--- config.mk ---
export PLATFORM = sky130hd
export DESIGN_NAME = sli_engine
export DESIGN_NICKNAME = d
export VERILOG_FILES = /design/src/core/sli_pkg.sv /design/src/core/sli_engine.sv /design/src/core/sli_step.sv
export SDC_FILE = /design/constraint.sdc
export NUM_CORES = 1
export LEC_CHECK = 0
export BUFFER_PORTS_ARGS = -buffer_cell sky130_fd_sc_hd__buf_2
export CAP_MARGIN = 15
export CELL_PAD_IN_SITES_DETAIL_PLACEMENT = 1
export CELL_PAD_IN_SITES_GLOBAL_PLACEMENT = 2
export CORE_AREA = 2 2 322 324
export DETAILED_ROUTE_END_ITERATION = 10
export DIE_AREA = 0 0 324 326
export MAX_ROUTING_LAYER = met4
export PLACE_DENSITY_LB_ADDON = 0.1
export SLEW_MARGIN = 0
export SYNTH_ARGS = -nofsm -noshare
export SYNTH_HDL_FRONTEND = slang
export SYNTH_HIERARCHICAL = 1
export SYNTH_SLANG_ARGS = --single-unit
--- constraint.sdc ---
create_clock -name core_clk -period 6.52 [get_ports core_clk]
set_input_delay 0.978 -clock core_clk [delete_from_list [all_inputs] [get_ports core_clk]]
set_output_delay 0.978 -clock core_clk [all_outputs]
set_load 0.02 [all_outputs]
--- src/core/sli_pkg.sv ---
// sli_pkg: constants for the ten-step sequence engine.
// assumes selector codes arrive as plain binary numbers (not bcd).
package sli_pkg;
  // ==========================================================
  // structure
  localparam int STEP_COUNT = 10;
  localparam int CODES_PER_STEP = 5;
  localparam int CODE_W = 16;
  localparam int LOGIC_W = 4;
  localparam int TIMER_W = 16;
  localparam int TERM_COUNT = 7;
  // ==========================================================
  // parameter code slots within a step
  localparam int SLOT_IN1 = 0;
  localparam int SLOT_IN2 = 1;
  localparam int SLOT_LOGIC = 2;
  localparam int SLOT_TIMER_SEL = 3;
  localparam int SLOT_TIMER_VAL = 4;
  localparam int FIRST_CODE = 1;
  localparam int LAST_CODE = 50;
  // ==========================================================
  // input selector codes
  localparam logic [CODE_W-1:0] SEL_STEP_FIRST = 16'h07D1;
  localparam logic [CODE_W-1:0] SEL_STEP_LAST = 16'h07DA;
  localparam logic [CODE_W-1:0] SEL_STEP_BASE = 16'h07D0;
  localparam logic [CODE_W-1:0] SEL_TERM_FIRST = 16'h0FA1;
  localparam logic [CODE_W-1:0] SEL_TERM_LAST = 16'h0FA7;
  localparam logic [CODE_W-1:0] SEL_TERM_BASE = 16'h0FA0;
  localparam logic [CODE_W-1:0] SEL_FWD_TERM = 16'h0FAA;
  localparam logic [CODE_W-1:0] SEL_REV_TERM = 16'h0FAB;
  localparam logic [CODE_W-1:0] SEL_STAT_FIRST = 16'h1770;
  localparam logic [CODE_W-1:0] SEL_STAT_LAST = 16'h1777;
  localparam logic [CODE_W-1:0] SEL_INVERT_OFFSET = 16'h03E8;
  // ==========================================================
  // logic circuit codes
  localparam logic [LOGIC_W-1:0] LOGIC_OFF = 4'h0;
  localparam logic [LOGIC_W-1:0] LOGIC_THROUGH = 4'h1;
  localparam logic [LOGIC_W-1:0] LOGIC_AND = 4'h2;
  localparam logic [LOGIC_W-1:0] LOGIC_OR = 4'h3;
  localparam logic [LOGIC_W-1:0] LOGIC_XOR = 4'h4;
  // ==========================================================
  // timing and reset values
  localparam int CLK_MHZ = 100;
  localparam int TICK_MS = 2;
  localparam int TICK_CYCLES = TICK_MS * 1000 * CLK_MHZ;
  localparam logic [0:0] MODE_ENABLE = 1'h1;
  localparam logic [0:0] RESULT_RESET = 1'h0;
endpackage : sli_pkg

--- src/core/sli_engine.sv ---
// sli_engine: ten-step configurable sequence engine with input select.
// assumes selector codes are held steady by configuration logic outside;
// status inputs are synchronous levels from the drive control core.
// How it works
// ten steps, each two input selects, logic, timer select, timer value, one output; timer slots are accepted but not used here.
// step codes are five consecutive slots, codes one to fifty.
// step outputs are internal signals only, never settable codes.
// codes 2001..2010 feed from step output number code minus 2000.
// codes 4001..4007 feed digital input terminals one to seven.
// code 4010 feeds forward terminal, 4011 reverse terminal.
// codes 6000..6002 give run commands gated by nonzero frequency.
// codes 6003..6005 give accelerating, decelerating, anti-regen flags.
// code 6006 gives the dancer in-range flag.
// code 6007 gives alarm-factor flag, high when no alarm present.
// whole sequence evaluated once every 2 ms tick.
// mode zero disables the sequence, one enables it.
// logic codes 0 off, 1 through, 2 and, 3 or, 4 xor.
// code plus 1000 selects the inverted form of the same source.
`timescale 1ns/1ps
module sli_engine #(
  // hardware keeps the 2 ms default; a short run may shorten the tick
  parameter int TICK_CYCLES = sli_pkg::TICK_CYCLES
) (
  input wire logic core_clk,
  input wire logic nrst,
  input wire logic sequence_mode_select,
  // flat config: code index (n-1) at [n*16-1 -: 16]
  input wire logic [sli_pkg::LAST_CODE*sli_pkg::CODE_W-1:0] step_settings,
  input wire logic [sli_pkg::TERM_COUNT-1:0] digital_input_terminals,
  input wire logic forward_run_terminal,
  input wire logic reverse_run_terminal,
  input wire logic frequency_command_nonzero,
  input wire logic run_command,
  input wire logic forward_command,
  input wire logic reverse_command,
  input wire logic accelerating_flag,
  input wire logic decelerating_flag,
  input wire logic anti_regen_active_flag,
  input wire logic dancer_in_range_flag,
  input wire logic alarm_present,
  output logic [sli_pkg::STEP_COUNT-1:0] step_results,
  output logic sequence_tick
);
  logic [31:0] tick_count;
  logic [31:0] next_tick_count;
  logic next_sequence_tick;
  logic [7:0] status_vec;
  logic [7:0] next_status_vec;
  logic enable;
  logic [sli_pkg::STEP_COUNT-1:0] results;

  // ==========================================================
  // processing tick divider
  always_comb begin
    next_tick_count = tick_count + 32'h00000001;
    next_sequence_tick = 1'b0;
    if (tick_count == 32'(TICK_CYCLES - 1)) begin
      next_tick_count = 32'h00000000;
      next_sequence_tick = 1'b1;
    end
  end

  always_ff @(posedge core_clk) begin
    if (!nrst) begin
      tick_count <= 32'h00000000;
      sequence_tick <= 1'b0;
    end else begin
      tick_count <= next_tick_count;
      sequence_tick <= next_sequence_tick;
    end
  end

  // ==========================================================
  // drive status sources, registered
  always_comb begin
    next_status_vec[0] = frequency_command_nonzero & run_command;
    next_status_vec[1] = frequency_command_nonzero & forward_command;
    next_status_vec[2] = frequency_command_nonzero & reverse_command;
    next_status_vec[3] = accelerating_flag;
    next_status_vec[4] = decelerating_flag;
    next_status_vec[5] = anti_regen_active_flag;
    next_status_vec[6] = dancer_in_range_flag;
    // active when no alarm factor is present
    next_status_vec[7] = ~alarm_present;
  end

  always_ff @(posedge core_clk) begin
    if (!nrst) begin
      status_vec <= 8'h00;
    end else begin
      status_vec <= next_status_vec;
    end
  end

  assign enable = (sequence_mode_select == sli_pkg::MODE_ENABLE);

  // ==========================================================
  // steps; timer slots are accepted but timers are not modelled here
  // steps read the previous tick's results, so ordering has no loops
  genvar g;
  generate
    for (g = 0; g < sli_pkg::STEP_COUNT; g++) begin : g_step
      localparam int B = g * sli_pkg::CODES_PER_STEP;
      sli_step u_step (
        .core_clk(core_clk),
        .nrst(nrst),
        .tick(sequence_tick),
        .enable(enable),
        .first_input_select(step_settings[(B + sli_pkg::SLOT_IN1) * sli_pkg::CODE_W +:
                                          sli_pkg::CODE_W]),
        .second_input_select(step_settings[(B + sli_pkg::SLOT_IN2) * sli_pkg::CODE_W +:
                                           sli_pkg::CODE_W]),
        .logic_select(step_settings[(B + sli_pkg::SLOT_LOGIC) * sli_pkg::CODE_W +:
                                    sli_pkg::LOGIC_W]),
        .step_results(results),
        .terminals(digital_input_terminals),
        .forward_run_terminal(forward_run_terminal),
        .reverse_run_terminal(reverse_run_terminal),
        .status_vec(status_vec),
        .result(results[g])
      );
    end
  endgenerate

  // results leave only as observation signals, no code writes them
  always_ff @(posedge core_clk) begin
    if (!nrst) begin
      step_results <= '0;
    end else begin
      step_results <= results;
    end
  end
endmodule : sli_engine

--- src/core/sli_step.sv ---
// sli_step: one step, two selected inputs and a basic gate.
// assumes source vectors are registered upstream; updated on tick, cleared on any cycle while disabled.
`timescale 1ns/1ps
module sli_step (
  input wire logic core_clk,
  input wire logic nrst,
  input wire logic tick,
  input wire logic enable,
  input wire logic [sli_pkg::CODE_W-1:0] first_input_select,
  input wire logic [sli_pkg::CODE_W-1:0] second_input_select,
  input wire logic [sli_pkg::LOGIC_W-1:0] logic_select,
  input wire logic [sli_pkg::STEP_COUNT-1:0] step_results,
  input wire logic [sli_pkg::TERM_COUNT-1:0] terminals,
  input wire logic forward_run_terminal,
  input wire logic reverse_run_terminal,
  input wire logic [7:0] status_vec,
  output logic result
);
  logic next_result;
  logic a;
  logic b;

  // ==========================================================
  // source multiplexer
  function automatic logic pick(input logic [sli_pkg::CODE_W-1:0] code,
                                input logic [sli_pkg::STEP_COUNT-1:0] st,
                                input logic [sli_pkg::TERM_COUNT-1:0] tm,
                                input logic fw,
                                input logic rv,
                                input logic [7:0] sv);
    logic [sli_pkg::CODE_W-1:0] base;
    logic inv;
    logic v;
    logic [sli_pkg::CODE_W-1:0] idx;
    base = code;
    inv = 1'b0;
    v = 1'b0;
    // odd thousands are the inverted twin of the code below
    if ((code >= sli_pkg::SEL_STEP_FIRST + sli_pkg::SEL_INVERT_OFFSET &&
         code <= sli_pkg::SEL_STEP_LAST + sli_pkg::SEL_INVERT_OFFSET) ||
        (code >= sli_pkg::SEL_TERM_FIRST + sli_pkg::SEL_INVERT_OFFSET &&
         code <= sli_pkg::SEL_REV_TERM + sli_pkg::SEL_INVERT_OFFSET) ||
        (code >= sli_pkg::SEL_STAT_FIRST + sli_pkg::SEL_INVERT_OFFSET &&
         code <= sli_pkg::SEL_STAT_LAST + sli_pkg::SEL_INVERT_OFFSET)) begin
      base = code - sli_pkg::SEL_INVERT_OFFSET;
      inv = 1'b1;
    end
    if (base >= sli_pkg::SEL_STEP_FIRST && base <= sli_pkg::SEL_STEP_LAST) begin
      idx = base - sli_pkg::SEL_STEP_FIRST;
      v = st[idx[3:0]];
    end else if (base >= sli_pkg::SEL_TERM_FIRST && base <= sli_pkg::SEL_TERM_LAST) begin
      idx = base - sli_pkg::SEL_TERM_FIRST;
      v = tm[idx[2:0]];
    end else if (base == sli_pkg::SEL_FWD_TERM) begin
      v = fw;
    end else if (base == sli_pkg::SEL_REV_TERM) begin
      v = rv;
    end else if (base >= sli_pkg::SEL_STAT_FIRST && base <= sli_pkg::SEL_STAT_LAST) begin
      idx = base - sli_pkg::SEL_STAT_FIRST;
      v = sv[idx[2:0]];
    end else begin
      // unlisted codes read as off; their meaning is not defined here
      inv = 1'b0;
    end
    return v ^ inv;
  endfunction : pick

  // ==========================================================
  // logic circuit
  always_comb begin
    a = pick(first_input_select, step_results, terminals,
             forward_run_terminal, reverse_run_terminal, status_vec);
    b = pick(second_input_select, step_results, terminals,
             forward_run_terminal, reverse_run_terminal, status_vec);
    next_result = result;
    if (!enable) begin
      next_result = sli_pkg::RESULT_RESET;
    end else if (tick) begin
      case (logic_select)
        sli_pkg::LOGIC_OFF: next_result = 1'b0;
        sli_pkg::LOGIC_THROUGH: next_result = a;
        sli_pkg::LOGIC_AND: next_result = a & b;
        sli_pkg::LOGIC_OR: next_result = a | b;
        sli_pkg::LOGIC_XOR: next_result = a ^ b;
        default: next_result = 1'b0;
      endcase
    end
  end

  always_ff @(posedge core_clk) begin
    if (!nrst) begin
      result <= sli_pkg::RESULT_RESET;
    end else begin
      result <= next_result;
    end
  end
endmodule : sli_step

Yosys cells after proc, flatten, opt, wreduce, memory -nomap -nowiden
Cells that the tools add are included.
{ "word_totals": {"register_bits": 61, "inputBits": 821, "output_inout_bits": 11, "word_cells": 1064} }
{ "classes": {"n_addsub": 81, "order_cmp": 300, "eq_ne": 81, "mux": 371, "bitwise_logic": 55, "n_reduce_logical": 162} }
{ "ops": {"columns": ["cell", "count"], "rows": [
  ["$ge 16x13->1 const B", 60],
  ["$le 16x13->1 const B", 60],
  ["$eq 16x12->1 const B", 40],
  ["$ge 16x12->1 const B", 40],
  ["$le 16x12->1 const B", 40],
  ["$ge 16x11->1 const B", 20],
  ["$le 16x11->1 const B", 20],
  ["$mux 16", 20],
  ["$sub 16x10->16 const B", 20],
  ["$mux 1", 281],
  ["$lt 3x4->1 const B", 40],
  ["$bmux 1 s3", 40],
  ["$logic_and 1x1->1", 120],
  ["$sub 3x1->3 const B", 40],
  ["$lt 4x5->1 const B", 20],
  ["$bmux 1 s4", 20],
  ["$eq 4x2->1 const B", 20],
  ["$sub 4x1->4 const B", 20],
  ["$eq 4x1->1 const B", 10],
  ["$eq 4x3->1 const B", 10],
  ["$logic_or 1x1->1", 40],
  ["$pmux 1 s4", 10],
  ["$add 32x1->32 const B", 1],
  ["$eq 32x18->1 const B", 1],
  ["other kinds (6)", 57]
]} }

Depth between registers and ports, before layout
{ "depth": {"depth_word": 16, "depth_mapped": 22, "ltp_nobuf": 19} }

Hierarchy
The synthesis kept the hierarchy.
{ "modules_own_cells": {"columns": ["module", "instances", "cells_each", "area_per_inst_um2", "seq_area_each_um2"], "rows": [
  ["sli_step at g_step[0].u_step ...", 8, 303, 2319.7, 20.0],
  ["sli_engine", 1, 236, 2145.8, 1021.0],
  ["sli_step at g_step[6].u_step", 1, 273, 2073.2, 20.0],
  ["sli_step at g_step[9].u_step", 1, 250, 1891.8, 20.0]
]} }

Worst setup path after synthesis
OpenSTA, ideal clock, no wires.
{ "synth_timing": {"path_type": "input-to-reg", "from": "input step_settings[480] (netlist bit)", "to": "register g_step[6].u_step.result", "setup_ps": 120, "t_arrival_ps": 5426, "t_required_ps": 6400, "slack_ps": 974, "stages": 20, "path_buffers": 2, "cell_sequence": "clkbuf_1 > inv_1 > ha_1 > nor3b_1 > or4b_1 > a211oi_2 > o21a_1 > buf_6 > mux2_2 > and2_1 > a2111oi_0 > a221oi_2 > mux2_4 > ha_1 > nand2_1 > o22ai_1 > a21oi_1 > nor2_1 > mux2i_1 > o22ai_2"} }
{ "synth_between": {"elab_chain_cells": 16, "word_cells_on_any_way": 49, "classes_between": "4 x add/sub; 12 x order compare; 2 x eq/ne; 19 x mux; 4 x bitwise; 8 x reduce/logical"} }
{ "synth_rtl": {"columns": ["element", "line", "text"], "rows": [
  ["from (decl)", "sli_engine.sv:28", "input wire logic [sli_pkg::LAST_CODE*sli_pkg::CODE_W-1:0] step_settings,"],
  ["$ge 16x12->1 (tied with other cells)", "sli_step.sv:39", "if ((code >= sli_pkg::SEL_STEP_FIRST + sli_pkg::SEL_INVERT_OFFSET &&"],
  ["$logic_and 1x1->1, on equally long branches", "sli_step.sv:39, sli_step.sv:41", null],
  ["$logic_or 1x1->1", "sli_step.sv:40", "code <= sli_pkg::SEL_STEP_LAST + sli_pkg::SEL_INVERT_OFFSET) ||"],
  ["$logic_or 1x1->1", "sli_step.sv:42", "code <= sli_pkg::SEL_REV_TERM + sli_pkg::SEL_INVERT_OFFSET) ||"],
  ["$mux 16", "sli_step.sv:39", null],
  ["$sub 3x1->3", "sli_step.sv:59", "idx = base - sli_pkg::SEL_STAT_FIRST;"],
  ["$bmux 1 s3", "sli_step.sv:60", "v = sv[idx[2:0]];"],
  ["$mux 1 (not written as such)", "sli_step.sv:60", null],
  ["$mux 1", "sli_step.sv:58", "end else if (base >= sli_pkg::SEL_STAT_FIRST && base <= sli_pkg::SEL_STAT_LAST) begin"],
  ["$mux 1", "sli_step.sv:56", "end else if (base == sli_pkg::SEL_REV_TERM) begin"],
  ["$mux 1", "sli_step.sv:54", "end else if (base == sli_pkg::SEL_FWD_TERM) begin"],
  ["$mux 1", "sli_step.sv:51", "end else if (base >= sli_pkg::SEL_TERM_FIRST && base <= sli_pkg::SEL_TERM_LAST) begin"],
  ["$mux 1", "sli_step.sv:48", "if (base >= sli_pkg::SEL_STEP_FIRST && base <= sli_pkg::SEL_STEP_LAST) begin"],
  ["$xor 1x1->1 (*)", "sli_step.sv:65", "return v ^ inv;"],
  ["$xor 1x1->1 (tied with other cells)", "sli_step.sv:84", "sli_pkg::LOGIC_XOR: next_result = a ^ b;"],
  ["$pmux 1 s4 (*)", "sli_step.sv:79", "case (logic_select)"],
  ["to (signal assigned)", "sli_step.sv:92", "result <= sli_pkg::RESULT_RESET;"],
  ["to (signal assigned)", "sli_step.sv:94", "result <= next_result;"],
  ["to (decl)", "sli_step.sv:17", "output logic result"]
]} }
Every way passes the cells marked *; elsewhere a longest branch is shown, timed or not. The select of a mux whose other input is x is not followed.
A chain may end at the register's enable or synchronous reset.

Worst setup path in the final report
Same ends and word-level chain as after synthesis.

==> results.sh <==
export IMPL_yosys_top_cells_count="300 x nor2_1, 285 x nand2_1, 226 x a21oi_1"
export IMPL_powerDensity_mw_per_mm2=73.7
export IMPL_finalWirelength_um=116000
export IMPL_cpMostUsedCell="ha_1"
export IMPL_fin_crit_ns=5.66
export IMPL_worst_ep_arrival_time_ns=5.96
export IMPL_yosysMostFrequentCell="nor2_1"
export IMPL_power_leakage_nw=10.5
export IMPL_setup_viol=0
export IMPL_synthCells=3183
export IMPL_num_vias=27600
export IMPL_die_y_um=326
export IMPL_tns_ns=0
export IMPL_gp_congestion=0.869
export IMPL_outcome="completed"
export IMPL_grt_use_met2_pct=34.3
export IMPL_cts_tree="built"
export IMPL_drt_iter0_markers=1671
export IMPL_cts_setup_buffers=0
export IMPL_finalHoldViolCount=0
export IMPL_maxSlewHeadroom_pct=26.0
export IMPL_gr_max_usage_layer="met2"
export IMPL_initial_utilization_pct=24.0
export IMPL_crit_start="step_settings[480]"
export IMPL_yosysTopAreaCellShare_pct=7.67
export IMPL_dp_final_hpwl_um=90400
export IMPL_vias_per_cell=5.66
export IMPL_dp_cells=4833
export IMPL_maxSlewViolCount=0
export IMPL_syn_area_mm2=0.0247
export IMPL_cts_sinks=61
export IMPL_overflow=0
export IMPL_grtUsageMet1_pct=29.6
export IMPL_synth_flop_cell="dfxtp_1"
export IMPL_grt_pass1_wl_um=176000
export IMPL_ioPinCount=832
export IMPL_slowest_delay_ns=0.56
export IMPL_die_w_um=324
export IMPL_cts_hold_buffers_added=0
export IMPL_wl_per_cell_um=23.7
export IMPL_clock_root_buffer="clkbuf_16"
export IMPL_start_kind="input pin"
export IMPL_fmaxAchievable_mhz=177
export IMPL_cp_max_fo=12
export IMPL_row_count=118
export IMPL_synth_yosys_seq_area_share_pct=4.95
export IMPL_synth_edf_count=0
export IMPL_synth_seq_cells=61
export IMPL_worstMarginPinSlew_ns=1.11
export IMPL_ff2ff_path_depth=14
export IMPL_vdd_drop_max_uv=92.3
export IMPL_coreArea_mm2=0.103
export IMPL_instances_no_fill=4876
export IMPL_hold_class="reg2reg"
export IMPL_postCtsResizedCells=0
export IMPL_yosys_warnings=6
export IMPL_syn_nets=4145
export IMPL_worstSetupEndpointType="flip-flop"
export IMPL_nets=4426
export IMPL_gr_usage_met3_pct=3.15
export IMPL_skew_ns=0.0124
export IMPL_crit_chain="buf_2, inv_1, ha_1, nor3b_1, or4b_1, a211oi_2, o21a_1, mux2_2, and2_1, a2111oi_0, a221oi_2, mux2_4, ha_1, nand2_1, o22ai_1, a21oi_1, nor2_1, mux2i_1, o22ai_2"
export IMPL_worst_ep_required_time_ns=6.82
export IMPL_synthArstFlopShare_pct=0
export IMPL_syn_to_final_growth_pct=13.3
export IMPL_dr_pass1_iters=6
export IMPL_clock_latency_ns=0.38
export IMPL_detail_route_antenna_nets=0
export IMPL_cts_buffers=9
export IMPL_fp_dieArea_mm2=0.106
export IMPL_r2r_start="status_vec[7]$_SDFF_PN0_"
export IMPL_drive_gt1_share_pct=25.7
export IMPL_grt_pass1_vias=28200
export IMPL_htreeDepth=3
export IMPL_grt_max_degree=33
export IMPL_fin_util_pct=27.2
export IMPL_cts_buffer_depth=2
export IMPL_path_clk_slew_ns=0.06
export IMPL_numPortBuffers=391
export IMPL_netlist_top_cell_by_area="mux4_2"
export IMPL_min_period_over_period_pct=86.8
export IMPL_min_from="tick_count[0]$_SDFF_PP0_"
export IMPL_yosys_top_cells_area="mux4_2 7.7%, ha_1 7.2%, dfxtp_1 5.0%"
export IMPL_post_route_drc_count=0
export IMPL_holdPathStages=1
export IMPL_synth_area_per_cell_um2=7.75
export IMPL_cpMaxStageDelayCell="or4b_1"
export IMPL_rsz0062_at_grt="no"
export IMPL_grt_antenna_before_repair=32
export IMPL_fillers=12500
export IMPL_ys_types=121
export IMPL_drv_cap=0
export IMPL_track_usage_pct=21.9
export IMPL_timing_worst_setup_path_type="in2reg"
## final cells by class
cell class	instances	area, um^2	share of cell area (%)
clock inverter	1	30.0	0.107
tap	1380	1730	6.18
clock buffer	13	270	0.967
sequential	61	1230	4.41
inverter	131	492	1.76
timing repair buffer	413	2120	7.59
antenna	29	72.6	0.260
multi-input combinational	2848	22000	78.7
## cell families after synthesis
group           count (synthesis)  synth area share [%]
simple gates                 1527                  37.1
compound gates                851                  26.2
buf+inv                       274                  5.92
mux                           249                  15.8
fa+ha+maj                     141                  7.15
xor+xnor                       80                  2.90
flops                          61                  4.95
## worst max-delay path: cells and delay by family
kind	cells	cell delay (ns)
adder cells (fa/ha/maj)	2	0.61
AO/OA/AOI/OAI	7	1.99
buffers and inverters	2	0.49
multiplexers	3	0.85
AND/OR/NAND/NOR	5	1.05
## state kept, by name, summed over array words and instances, names as in the netlist
| name | cells |
|---|---|
| tick_count | 32 |
| g_step.u_step/result | 10 |
| step_results | 10 |
| status_vec | 8 |
| sequence_tick | 1 |
## layer usage
| layer | routed length [um] | part of all wire, % |
|---|---|---|
| met1 | 55300 | 48 |
| met2 | 53200 | 46 |
| met3 | 5290 | 4.6 |
| met4 | 2050 | 1.8 |
| met5 | 0 | 0 |
## path summary, 6_finish.rpt
path	to	slack [ns]
max reg2reg	g_step[7].u_step/result$_SDFFE_PN0P_	2.42
min reg2reg	tick_count[0]$_SDFF_PP0_	0.46
max	g_step[6].u_step/result$_SDFFE_PN0P_	0.86
min	tick_count[0]$_SDFF_PP0_	0.46
## stage by stage
step	hold slack [ns]	total power, mW	setup slack [ns]	area, um^2
global route	0.511	2.20	0.433	27900
global placement	0.444	1.51	0.533	27600
floorplan	0.426	1.09	0.974	24700
finish	0.463	2.06	0.859	27900
CTS	0.471	2.09	0.866	27900
detailed placement	0.456	1.53	0.469	27600
## where the power goes
part / total [mW] / leakage [nW] / internal, mW / switching [mW]
clock: 0.535 / 0.148 / 0.323 / 0.212
combinational: 1.14 / 9.85 / 0.415 / 0.721
sequential: 0.389 / 0.498 / 0.377 / 0.0114
## cell usage in the layout (no fill, tap or decap), types with 19 or more instances in the layout
cell and count:
a21oi_1 226, a211oi_1 31, o22ai_1 20, and3_1 31, nor3b_1 50, o21ai_1 26
o2111ai_1 19, nor2b_1 48, nand2b_1 36, nand4b_1 38, nand4_1 52, inv_1 130
or2_2 20, buf_4 22, xor2_1 43, nand3_1 109, nor2_1 300, mux4_2 84
or4_1 36, o31ai_1 38, or4_4 27, nor3_1 151, dfxtp_1 52, buf_2 391
or3_1 40, nor4_1 20, mux2_2 47, o211ai_1 23, o21ai_0 104, a211o_1 25
a2111o_1 19, diode_2 29, nand2_1 285, and2_1 49, ha_1 141, a31oi_1 41
mux2i_1 93, nor4b_1 32, xnor2_1 36
Power figures use the tool's default switching activity.
